[config.mk]
export PLATFORM = sky130hd
export DESIGN_NAME = acs_sequencer
export DESIGN_NICKNAME = d
export VERILOG_FILES = /design/src/verilog/acs_pkg.sv /design/src/verilog/acs_sequencer.sv
export VERILOG_INCLUDE_DIRS = /design/src /design/src/verilog
export SDC_FILE = /design/constraint.sdc
export NUM_CORES = 1
export LEC_CHECK = 0
export BUFFER_PORTS_ARGS = -buffer_cell sky130_fd_sc_hd__buf_2
export CAP_MARGIN = 20
export CORE_AREA = 3 3 115 117
export DETAILED_ROUTE_END_ITERATION = 10
export DIE_AREA = 0 0 118 120
export PLACE_DENSITY = 0.8
export SLEW_MARGIN = 20
export SYNTH_ARGS = -nofsm -noshare
export SYNTH_HDL_FRONTEND = slang
export SYNTH_SLANG_ARGS = --single-unit
[constraint.sdc]
create_clock -name core_clk_in -period 4.75 [get_ports core_clk_in]
set_input_delay 0.7125 -clock core_clk_in [delete_from_list [all_inputs] [get_ports core_clk_in]]
set_output_delay 0.7125 -clock core_clk_in [all_outputs]
set_load 0.03 [all_outputs]
[src/verilog/acs_consts.svh]
// constants for the adc conversion sequencer: register map, fields, reset values, timing
// assumes inclusion from the package and the sequencer module only
`ifndef ACS_CONSTS_SVH
`define ACS_CONSTS_SVH

// ============================================================
// register byte addresses
`define ACS_ADDR_CONFIG     4'h0
`define ACS_ADDR_RESULT     4'h4
`define ACS_ADDR_STATUS     4'h8
`define ACS_ADDR_W          4

// ============================================================
// config register fields
`define ACS_CFG_SEL_LSB     0
`define ACS_CFG_RATE_LSB    3
`define ACS_CFG_CONT_BIT    6
`define ACS_CFG_START_BIT   7
`define ACS_CFG_RESET       8'h20

// ============================================================
// timing: oscillator period, core clock period, modulator divide
`define ACS_OSC_PERIOD_NS   1000
`define ACS_CLK_PERIOD_NS   5
`define ACS_OSC_DIV         (`ACS_OSC_PERIOD_NS / `ACS_CLK_PERIOD_NS)
`define ACS_MOD_DIV         4

// conversion length in modulator periods per rate code (250 kHz / rate, rounded down)
`define ACS_MODS_128        12'h7A1
`define ACS_MODS_250        12'h3E8
`define ACS_MODS_490        12'h1FE
`define ACS_MODS_920        12'h10F
`define ACS_MODS_1600       12'h09C
`define ACS_MODS_2400       12'h068
`define ACS_MODS_3300       12'h04B

// filter normalising shift per rate code, brings full scale near 2048
`define ACS_SHIFT_128       3'h0
`define ACS_SHIFT_250       3'h1
`define ACS_SHIFT_490       3'h2
`define ACS_SHIFT_920       3'h3
`define ACS_SHIFT_1600      3'h4
`define ACS_SHIFT_2400      3'h4
`define ACS_SHIFT_3300      3'h5

`define ACS_CODE_MAX        13'h07FF
`define ACS_CODE_MIN        13'h1801

`endif

[src/verilog/acs_pkg.sv]
// types shared by the adc conversion sequencer
// assumes acs_consts.svh is reachable by bare name on the include path
`include "acs_consts.svh"

package acs_pkg;

  // ============================================================
  // sequencer states
  typedef enum logic [1:0] {
    ACS_POWER_DOWN = 2'b00,
    ACS_CONVERTING = 2'b01,
    ACS_STORE      = 2'b10
  } acs_state_t;

  // ============================================================
  // configuration word
  typedef struct packed {
    logic       start;      // single-shot request, write-only pulse
    logic       continuous; // 1 continuous, 0 single-shot
    logic [2:0] rate;       // sample_rate_field
    logic [2:0] sel;        // input_select_field
  } acs_cfg_t;

  // ============================================================
  // analog front-end controls
  typedef struct packed {
    logic [3:0] pos_sel;    // one-hot analog input to positive_converter_input
    logic [3:0] neg_sel;    // one-hot analog input to negative_converter_input
    logic       neg_gnd;    // ties negative_converter_input to ground
  } acs_route_t;

  typedef struct packed {
    logic mod_clk;          // modulator_sample_clock
    logic sample_sw;        // sampling_switch_group closed
    logic discharge_sw;     // discharge_switch_group closed
  } acs_switch_t;

endpackage : acs_pkg

[src/verilog/acs_sequencer.sv]
// conversion sequencer of a 12-bit delta-sigma adc: modes, filter, mux, switch timing
// assumes an axi4-lite master on core_clk_in and a modulator bit from the analog side
//
// Behaviour
// RULE1 - single-shot mode runs exactly one conversion per request and none otherwise.
// RULE2 - a finished single-shot conversion is written to the result register first.
// RULE3 - after storing a single-shot result the converter powers down until requested.
// RULE4 - continuous mode starts the next conversion as soon as one ends.
// RULE5 - continuous conversions complete at the programmed data rate.
// RULE6 - the result register is readable anytime and holds the last complete code.
// RULE7 - a three-bit input selection field in the config register picks the inputs.
// RULE8 - selections give four single-ended, two differential and inputs 0 and 1 versus 3.
// RULE9 - single-ended selections close the switch grounding the negative input.
// RULE10 - variants without mux always convert input zero against input one.
// RULE11 - the modulator clock is the 1 MHz oscillator divided by four, 250 kHz.
// RULE12 - the sampling switches close during the sampling phase.
// RULE13 - sampling switches open before discharge switches close, never both closed.
// RULE14 - the filter turns the one-bit stream into a 12-bit proportional code.
// RULE15 - rate codes select 128 to 3300 samples per second, one cycle settling.
// RULE16 - reset loads default configuration and leaves the converter powered down.
// RULE17 - the result register updates in a single clock cycle.

`include "acs_consts.svh"
module acs_sequencer #(
  parameter int unsigned OSC_DIV = `ACS_OSC_DIV, // core cycles per oscillator tick
  parameter bit          HAS_MUX = 1'b1          // 0 for variants without input mux
) (
  input  wire logic                 core_clk_in,     // 200 MHz core clock
  input  wire logic                 sys_rst_in,      // async reset, active high
  input  wire logic                 ce_in,           // clock enable, low freezes state
  input  wire logic                 mod_bit_in,      // modulator bitstream, async
  input  wire logic                 s_axi_awvalid,   // write address valid
  output logic                      s_axi_awready,   // write address ready
  input  wire logic [31:0]          s_axi_awaddr,    // write address
  input  wire logic                 s_axi_wvalid,    // write data valid
  output logic                      s_axi_wready,    // write data ready
  input  wire logic [31:0]          s_axi_wdata,     // write data
  input  wire logic [3:0]           s_axi_wstrb,     // write byte strobes
  output logic                      s_axi_bvalid,    // write response valid
  input  wire logic                 s_axi_bready,    // write response ready
  output logic [1:0]                s_axi_bresp,     // write response
  input  wire logic                 s_axi_arvalid,   // read address valid
  output logic                      s_axi_arready,   // read address ready
  input  wire logic [31:0]          s_axi_araddr,    // read address
  output logic                      s_axi_rvalid,    // read data valid
  input  wire logic                 s_axi_rready,    // read data ready
  output logic [31:0]               s_axi_rdata,     // read data
  output logic [1:0]                s_axi_rresp,     // read response
  output acs_pkg::acs_route_t       route_out,       // input mux controls
  output acs_pkg::acs_switch_t      switch_out,      // modulator clock and switches
  output logic                      converting_out   // converter powered and running
);

  // ============================================================
  // elaboration checks
  if (OSC_DIV < 1 || OSC_DIV > 65535)
  begin : g_bad_div
    $error("OSC_DIV out of range");
  end

  localparam logic [15:0] OSC_LAST = 16'(OSC_DIV - 1);

  // ============================================================
  // declarations
  acs_pkg::acs_state_t state_q;
  acs_pkg::acs_cfg_t   cfg_q;
  logic [2:0]          run_sel_q;
  logic [2:0]          run_rate_q;
  logic                pend_q;
  logic [11:0]         result_q;
  logic [15:0]         osc_cnt_q;
  logic                osc_tick;
  logic [1:0]          phase_q;
  logic [11:0]         mods_q;
  logic [11:0]         mods_len;
  logic [2:0]          norm_shift;
  logic signed [12:0]  acc_q;
  logic signed [20:0]  scaled;
  logic [12:0]         code;
  logic                mod_meta_q;
  logic                mod_sync_q;
  logic                mod_end;
  logic                conv_done;
  logic                aw_got_q;
  logic                w_got_q;
  logic [`ACS_ADDR_W-1:0] aw_addr_q;
  logic [31:0]         w_data_q;
  logic [3:0]          w_strb_q;
  logic                wr_fire;
  logic                start_req;
  logic [31:0]         rd_word;
  logic                rd_ok;

  // ============================================================
  // modulator bit synchroniser, second stage alone feeds the filter
  always_ff @(posedge core_clk_in or posedge sys_rst_in)
  begin
    if (sys_rst_in)
      {mod_sync_q, mod_meta_q} <= 2'b00;
    else if (ce_in)
      {mod_sync_q, mod_meta_q} <= {mod_meta_q, mod_bit_in};
  end

  // ============================================================
  // oscillator tick: 200 core cycles make one 1 MHz period
  always_ff @(posedge core_clk_in or posedge sys_rst_in)
  begin
    if (sys_rst_in)
      osc_cnt_q <= 16'h0000;
    else if (ce_in)
      osc_cnt_q <= osc_tick ? 16'h0000 : osc_cnt_q + 16'h0001;
  end

  assign osc_tick = (osc_cnt_q == OSC_LAST);

  // modulator phase: four oscillator ticks per 250 kHz period
  always_ff @(posedge core_clk_in or posedge sys_rst_in)
  begin
    if (sys_rst_in)
      phase_q <= 2'b00;
    else if (ce_in && state_q != acs_pkg::ACS_CONVERTING)
      phase_q <= 2'b00;
    else if (ce_in && osc_tick)
      phase_q <= phase_q + 2'b01; // RULE11
  end

  assign mod_end = osc_tick && (phase_q == 2'(`ACS_MOD_DIV - 1));

  // ============================================================
  // switch timing: sample in phases 0-1, gap in 2, discharge in 3
  always_ff @(posedge core_clk_in or posedge sys_rst_in)
  begin
    if (sys_rst_in)
      switch_out <= '0;
    else if (ce_in)
    begin
      switch_out.mod_clk      <= (state_q == acs_pkg::ACS_CONVERTING) && !phase_q[1]; // RULE11
      switch_out.sample_sw    <= (state_q == acs_pkg::ACS_CONVERTING) && !phase_q[1]; // RULE12
      // the dead phase guarantees a full tick with both groups open
      switch_out.discharge_sw <= (state_q == acs_pkg::ACS_CONVERTING)
                                 && (phase_q == 2'b11); // RULE13
    end
  end

  // ============================================================
  // conversion length and filter scale per rate code
  always_comb
  begin
    case (run_rate_q) // RULE15
      3'h0:    {mods_len, norm_shift} = {`ACS_MODS_128, `ACS_SHIFT_128};
      3'h1:    {mods_len, norm_shift} = {`ACS_MODS_250, `ACS_SHIFT_250};
      3'h2:    {mods_len, norm_shift} = {`ACS_MODS_490, `ACS_SHIFT_490};
      3'h3:    {mods_len, norm_shift} = {`ACS_MODS_920, `ACS_SHIFT_920};
      3'h4:    {mods_len, norm_shift} = {`ACS_MODS_1600, `ACS_SHIFT_1600};
      3'h5:    {mods_len, norm_shift} = {`ACS_MODS_2400, `ACS_SHIFT_2400};
      default: {mods_len, norm_shift} = {`ACS_MODS_3300, `ACS_SHIFT_3300}; // 6, 7: top rate
    endcase
  end

  assign conv_done = mod_end && (mods_q == mods_len - 12'h001); // RULE5

  // ============================================================
  // filter: up/down count of the bitstream, normalised and clipped to 12 bits
  always_ff @(posedge core_clk_in or posedge sys_rst_in)
  begin
    if (sys_rst_in)
      {acc_q, mods_q} <= 25'h000_0000;
    else if (ce_in && state_q != acs_pkg::ACS_CONVERTING)
      {acc_q, mods_q} <= 25'h000_0000;
    else if (ce_in && mod_end)
    begin
      acc_q  <= mod_sync_q ? acc_q + 13'sh0001 : acc_q - 13'sh0001; // RULE14
      mods_q <= mods_q + 12'h001;
    end
  end

  assign scaled = 21'(acc_q) <<< norm_shift;
  assign code   = (scaled > 21'(signed'(`ACS_CODE_MAX))) ? `ACS_CODE_MAX :
                  (scaled < 21'(signed'(`ACS_CODE_MIN))) ? `ACS_CODE_MIN :
                  scaled[12:0]; // RULE14

  // ============================================================
  // sequencer state machine
  assign start_req = pend_q;

  always_ff @(posedge core_clk_in or posedge sys_rst_in)
  begin
    if (sys_rst_in)
    begin
      state_q    <= acs_pkg::ACS_POWER_DOWN; // RULE16
      run_sel_q  <= 3'h0;
      run_rate_q <= 3'h0;
    end
    else if (ce_in)
    begin
      case (state_q)
        acs_pkg::ACS_POWER_DOWN:
        begin
          if (cfg_q.continuous || start_req) // RULE1
          begin
            state_q    <= acs_pkg::ACS_CONVERTING;
            run_sel_q  <= cfg_q.sel;
            run_rate_q <= cfg_q.rate;
          end
        end
        acs_pkg::ACS_CONVERTING:
        begin
          if (conv_done)
            state_q <= acs_pkg::ACS_STORE; // RULE2
        end
        acs_pkg::ACS_STORE:
        begin
          // result was written on entry to this state; choose next conversion or sleep
          if (cfg_q.continuous || start_req) // RULE4
          begin
            state_q    <= acs_pkg::ACS_CONVERTING;
            run_sel_q  <= cfg_q.sel;
            run_rate_q <= cfg_q.rate;
          end
          else
            state_q <= acs_pkg::ACS_POWER_DOWN; // RULE3
        end
        default:
          state_q <= acs_pkg::ACS_POWER_DOWN;
      endcase
    end
  end

  assign converting_out = (state_q == acs_pkg::ACS_CONVERTING);

  // result held in the converting cycle's filter, copied whole in one edge
  always_ff @(posedge core_clk_in or posedge sys_rst_in)
  begin
    if (sys_rst_in)
      result_q <= 12'h000;
    else if (ce_in && conv_done)
      result_q <= code[11:0]; // RULE2 RULE17
  end

  // ============================================================
  // input routing, registered from the selection latched at start
  always_ff @(posedge core_clk_in or posedge sys_rst_in)
  begin
    if (sys_rst_in)
      route_out <= '0;
    else if (ce_in && !HAS_MUX)
      route_out <= {4'h1, 4'h2, 1'b0}; // RULE10
    else if (ce_in)
    begin
      // fields in order: positive select, negative select, ground tie
      case (run_sel_q) // RULE7 RULE8
        3'h0:    route_out <= {4'h1, 4'h2, 1'b0};
        3'h1:    route_out <= {4'h1, 4'h8, 1'b0};
        3'h2:    route_out <= {4'h2, 4'h8, 1'b0};
        3'h3:    route_out <= {4'h4, 4'h8, 1'b0};
        default: route_out <= {4'(4'h1 << run_sel_q[1:0]), 4'h0, 1'b1}; // RULE9
      endcase
    end
  end

  // ============================================================
  // axi4-lite write side: address and data taken in either order
  assign s_axi_awready = !aw_got_q && !s_axi_bvalid;
  assign s_axi_wready  = !w_got_q && !s_axi_bvalid;
  assign s_axi_bresp   = 2'b00;
  assign wr_fire       = aw_got_q && w_got_q && !s_axi_bvalid;

  always_ff @(posedge core_clk_in or posedge sys_rst_in)
  begin
    if (sys_rst_in)
      {aw_got_q, w_got_q, aw_addr_q, w_data_q, w_strb_q, s_axi_bvalid} <= '0;
    else if (ce_in)
    begin
      if (s_axi_awvalid && s_axi_awready)
      begin
        aw_got_q  <= 1'b1;
        aw_addr_q <= s_axi_awaddr[`ACS_ADDR_W-1:0];
      end
      if (s_axi_wvalid && s_axi_wready)
      begin
        w_got_q  <= 1'b1;
        w_data_q <= s_axi_wdata;
        w_strb_q <= s_axi_wstrb;
      end
      if (wr_fire)
      begin
        aw_got_q     <= 1'b0;
        w_got_q      <= 1'b0;
        s_axi_bvalid <= 1'b1; // unmapped writes still answer okay; only address bits 3:0 are decoded, so ones with those bits zero write config
      end
      else if (s_axi_bvalid && s_axi_bready)
        s_axi_bvalid <= 1'b0;
    end
  end

  // config register; start bit is a request, not stored
  always_ff @(posedge core_clk_in or posedge sys_rst_in)
  begin
    if (sys_rst_in)
      cfg_q <= `ACS_CFG_RESET; // RULE16
    else if (ce_in && wr_fire && aw_addr_q == `ACS_ADDR_CONFIG && w_strb_q[0])
    begin
      cfg_q.sel        <= HAS_MUX ? w_data_q[`ACS_CFG_SEL_LSB +: 3] : 3'h0; // RULE7 RULE10
      cfg_q.rate       <= w_data_q[`ACS_CFG_RATE_LSB +: 3]; // RULE15
      cfg_q.continuous <= w_data_q[`ACS_CFG_CONT_BIT];
      cfg_q.start      <= 1'b0;
    end
  end

  // pending single-shot request; a new request wins over the consuming clear
  always_ff @(posedge core_clk_in or posedge sys_rst_in)
  begin
    if (sys_rst_in)
      pend_q <= 1'b0;
    else if (ce_in && wr_fire && aw_addr_q == `ACS_ADDR_CONFIG && w_strb_q[0]
             && w_data_q[`ACS_CFG_START_BIT])
      pend_q <= 1'b1; // RULE1
    else if (ce_in && pend_q && (state_q == acs_pkg::ACS_POWER_DOWN
                                 || state_q == acs_pkg::ACS_STORE))
      pend_q <= 1'b0;
  end

  // ============================================================
  // axi4-lite read side: one read at a time, answered the cycle after
  assign s_axi_arready = !s_axi_rvalid;

  always_comb
  begin
    rd_ok   = 1'b1;
    rd_word = 32'h0000_0000;
    case (s_axi_araddr[`ACS_ADDR_W-1:0])
      `ACS_ADDR_CONFIG:
        rd_word = {24'h00_0000, pend_q || converting_out, cfg_q.continuous,
                   cfg_q.rate, cfg_q.sel};
      `ACS_ADDR_RESULT:
        rd_word = {20'h0_0000, result_q}; // RULE6
      `ACS_ADDR_STATUS:
        rd_word = {28'h000_0000, pend_q, 1'b0, state_q};
      default:
        rd_ok = 1'b0;
    endcase
    if (s_axi_araddr[31:`ACS_ADDR_W] != '0)
      rd_ok = 1'b0;
  end

  always_ff @(posedge core_clk_in or posedge sys_rst_in)
  begin
    if (sys_rst_in)
      {s_axi_rvalid, s_axi_rdata, s_axi_rresp} <= '0;
    else if (ce_in)
    begin
      if (s_axi_arvalid && s_axi_arready)
      begin
        s_axi_rvalid <= 1'b1;
        s_axi_rdata  <= rd_ok ? rd_word : 32'h0000_0000;
        s_axi_rresp  <= rd_ok ? 2'b00 : 2'b10; // slverr on unmapped address
      end
      else if (s_axi_rvalid && s_axi_rready)
        s_axi_rvalid <= 1'b0;
    end
  end

endmodule // acs_sequencer

==> results.txt <==
R2r startpoint: run_rate_q[1]$_DFFE_PP0P_
Switching share of power: 37.09%
Initial Util: 53.04%
Pwr/cell area: 405.8 nW/um^2
Clock slew at reported path FFs: 0.08 ns
# diodes: 0
Initial antenna violation count: 0
Async set-reset flop share out of synthesis: 100.0%
Final worst path period need: 3.804 ns
Hpwl dp: 10,630 um
Setup crit start kind: flop
CP endpoint: result_q[4]$_DFFE_PP0P_
Layout Skew: 0.009316 ns
Yosys warning total: 0
RSZ-0062 raised after global routing: false
Cts bufs inserted: 9
CTS tree: yes
Hold Path Class: reg -> reg
Synth top area share: 42.01%
Leakage Power: 0.003380 uW
Root buffer cell: clkbuf_16
Sequential Power Share: 43.2%
# setup viols final: 0
Sequential-to-total area share from yosys stat: 42.41%
Full die area: 14,160 sq um
Die Wd: 118 um
CTS resizes: 0
Measured slew at the worst slew-check pin: 0.9531 ns
Avg Cell Area, Syn: 9.540 sq um
DR DRC count: 0
Reg2reg setup slack: 0.95 ns
Starting DRT DRC Count: 393
ANT nets after route: 0
GRT Residual Overflow: 0
Post-synth EDFFs: 0
Die Height: 120 um
Vias per cell: 5.745
Core Util, Final: 58.83%
Area growth, synth to finish: 10.92%
Count leader, synth: dfrtp_1
Clock Latency Late Sink: 0.36 ns
Cts hold-fix bufs: 0
Total GRT Usage: 21.03%
Slew HR: 36.23%
Fin crit share: 80.07%
Yosys top cell by area: dfrtp_1
Post-CTS Setup Inserts: 0
Clock tree sinks: 112
Overall routed net length: 14,700 um
Crit Path Class: reg -> reg
Layout cells sized above 1: 20.42%
Num ports: 163
Crit path capture type: flop
Vias in the first global route: 5,239
Fin Setup TNS: 0 ns
Pwr Total: 2976 uW
Final hold violations: 0
Via count: 5,349
H-tree depth: 3
Status: complete, no violations
Buffers added on ports: 82
Area contributors post-synth: dfrtp_1, mux2_2, nand2_1, mux2i_1, a21oi_1
Clock power frac: 25.7%
Largest net degree at the start of global routing: 92
Fin. max-slew vios: 0
DRT Pass-1 Iters: 5
Critical Path RT: 5.02 ns
R2r worst-path depth: 12
Placer Congestion: 0.8853
Clock buffer depth: 2
Worst vdd ir: 338.9 uV
Fmax: 0.2629 GHz
Seq cells post-synth: 112
Logic pwr share: 31.1%
Post-Synthesis Cells: 693
Sw Pwr: 1104 uW
Fill cell total of the finished layout: 1,028
RR Endpoint: result_q[4]$_DFFE_PP0P_
Crit. Startpoint: run_rate_q[1]$_DFFE_PP0P_
Layout Nets: 879
Row cnt: 41
First-pass GRT wire length: 24,940 um
Synth top cells by count: dfrtp_1, nand2_1, nor2_1, a21oi_1, o21ai_0
Internal: 1872 uW
Top FF cell, synth: dfrtp_1
DR WL/cell: 15.79 um
Netlist cell types: 64
Mapped Area: 6611 sq um
Hold path cells: 2
Critical-path maximum fanout: 21
Total of max-cap violations: 0
Critical path data arrival time: 4.08 ns
Core ar.: 12,470 sq um
==> layout by cell type (no fill, tap or decap), drive strengths merged, types with 4 or more instances in the layout <==
cell type and count:
a21oi 44, a21o 6, buf 89, xor2 16
nand2 71, ha 15, mux2i 24, o21ai 36
nor4 10, nand4 10, a211oi 7, and2 4
mux2 34, nand3 15, nand2b 8, a22o 7
nor3 18, dfrtp 111, conb 25, nor2 52
o31ai 5, o22ai 4, o211ai 4, nor2b 7
xnor2 19, o21a 5, inv 34, clkbuf 9
mux4 7, and3 9
==> worst min path at each step <==
stage	slack [ns]	start	to
2_1_floorplan	0.44	result_q[0]$_DFFE_PP0P_	s_axi_rdata[0]$_DFFE_PP0P_
3_3_place_gp	0.45	s_axi_rdata[7]$_DFFE_PP0P_	s_axi_rdata[7]$_DFFE_PP0P_
3_5_place_dp	0.47	s_axi_rdata[7]$_DFFE_PP0P_	s_axi_rdata[7]$_DFFE_PP0P_
4_1_cts	0.49	s_axi_rdata[7]$_DFFE_PP0P_	s_axi_rdata[7]$_DFFE_PP0P_
5_1_grt	0.52	s_axi_rdata[7]$_DFFE_PP0P_	s_axi_rdata[7]$_DFFE_PP0P_
6_report	0.48	s_axi_rdata[7]$_DFFE_PP0P_	s_axi_rdata[7]$_DFFE_PP0P_
==> sequential cells by signal, summed over array words and instances, names as in the netlist, 2 cells and up <==
signal and count:
osc_cnt_q 16, acc_q 13, mods_q 12, result_q 12
s_axi_rdata 12, w_data_q 8, cfg_q 7, route_out 7
aw_addr_q 4, run_rate_q 3, run_sel_q 3, phase_q 2
state_q 2, switch_out 2
==> cells by family (layout without fill, tap and decap cells) <==
logic type	Yosys count	count (layout)	synth area share, %
simple gates	224	224	16.56
compound gates	147	147	14.29
flops	112	112	42.41
buf+inv	93	135	7.097
mux	65	65	11.81
xor+xnor	35	35	4.637
fa+ha+maj	16	16	3.142
other cells	1	25	0.05672
==> worst max-delay path, stage by stage, from the launching register on <==
cell and delay (ns):
dfrtp_1 0.76, inv_1 0.44, a21oi_1 0.23, nor2_1 0.06
ha_1 0.22, or3_1 0.38, a21oi_1 0.16, a221oi_1 0.08
a211oi_1 0.28, o2111ai_2 0.18, nor3_4 0.48, buf_4 0.26
mux2i_1 0.19
==> layout make-up <==
type | count | area, sq um | share of cell area, %
clock buffers | 9 | 225.2 | 3.071
clock inverters | 7 | 80.08 | 1.092
inverters | 30 | 117.6 | 1.604
multi-input cells | 512 | 3428 | 46.75
flip-flops and latches | 112 | 2804 | 38.24
well taps | 172 | 215.2 | 2.935
repair buffers | 89 | 462.9 | 6.313
==> routing by layer <==
metal	vias up	track usage (%)	wire [um]
met5	-	0	0
met4	0	7.106	286
met3	30	2.875	668
met2	159	35.36	7330
met1	2625	28.25	6418
li1	2535	-	-
==> stage by stage <==
step           area (sq um)  hold WS (ns)  cells  setup slack, ns
5_1_grt                7333        0.5164    931           0.6493
4_1_cts                7331        0.4884    931            1.015
3_5_place_dp           7025        0.4705    915            1.016
2_1_floorplan          6701        0.4420    717            1.080
6_report               7333        0.4772    931           0.9465
3_3_place_gp           7025        0.4515    915            1.112
==> power by group through the flow <==
stage,logic [uW],clock network [uW],registers [uW]
floorplan,730,0,1280
global placement,880,0,1290
detailed placement,917,0,1300
CTS,922,776,1280
global route,1020,815,1310
finish,925,765,1290
Power figures use the tool's default switching activity.
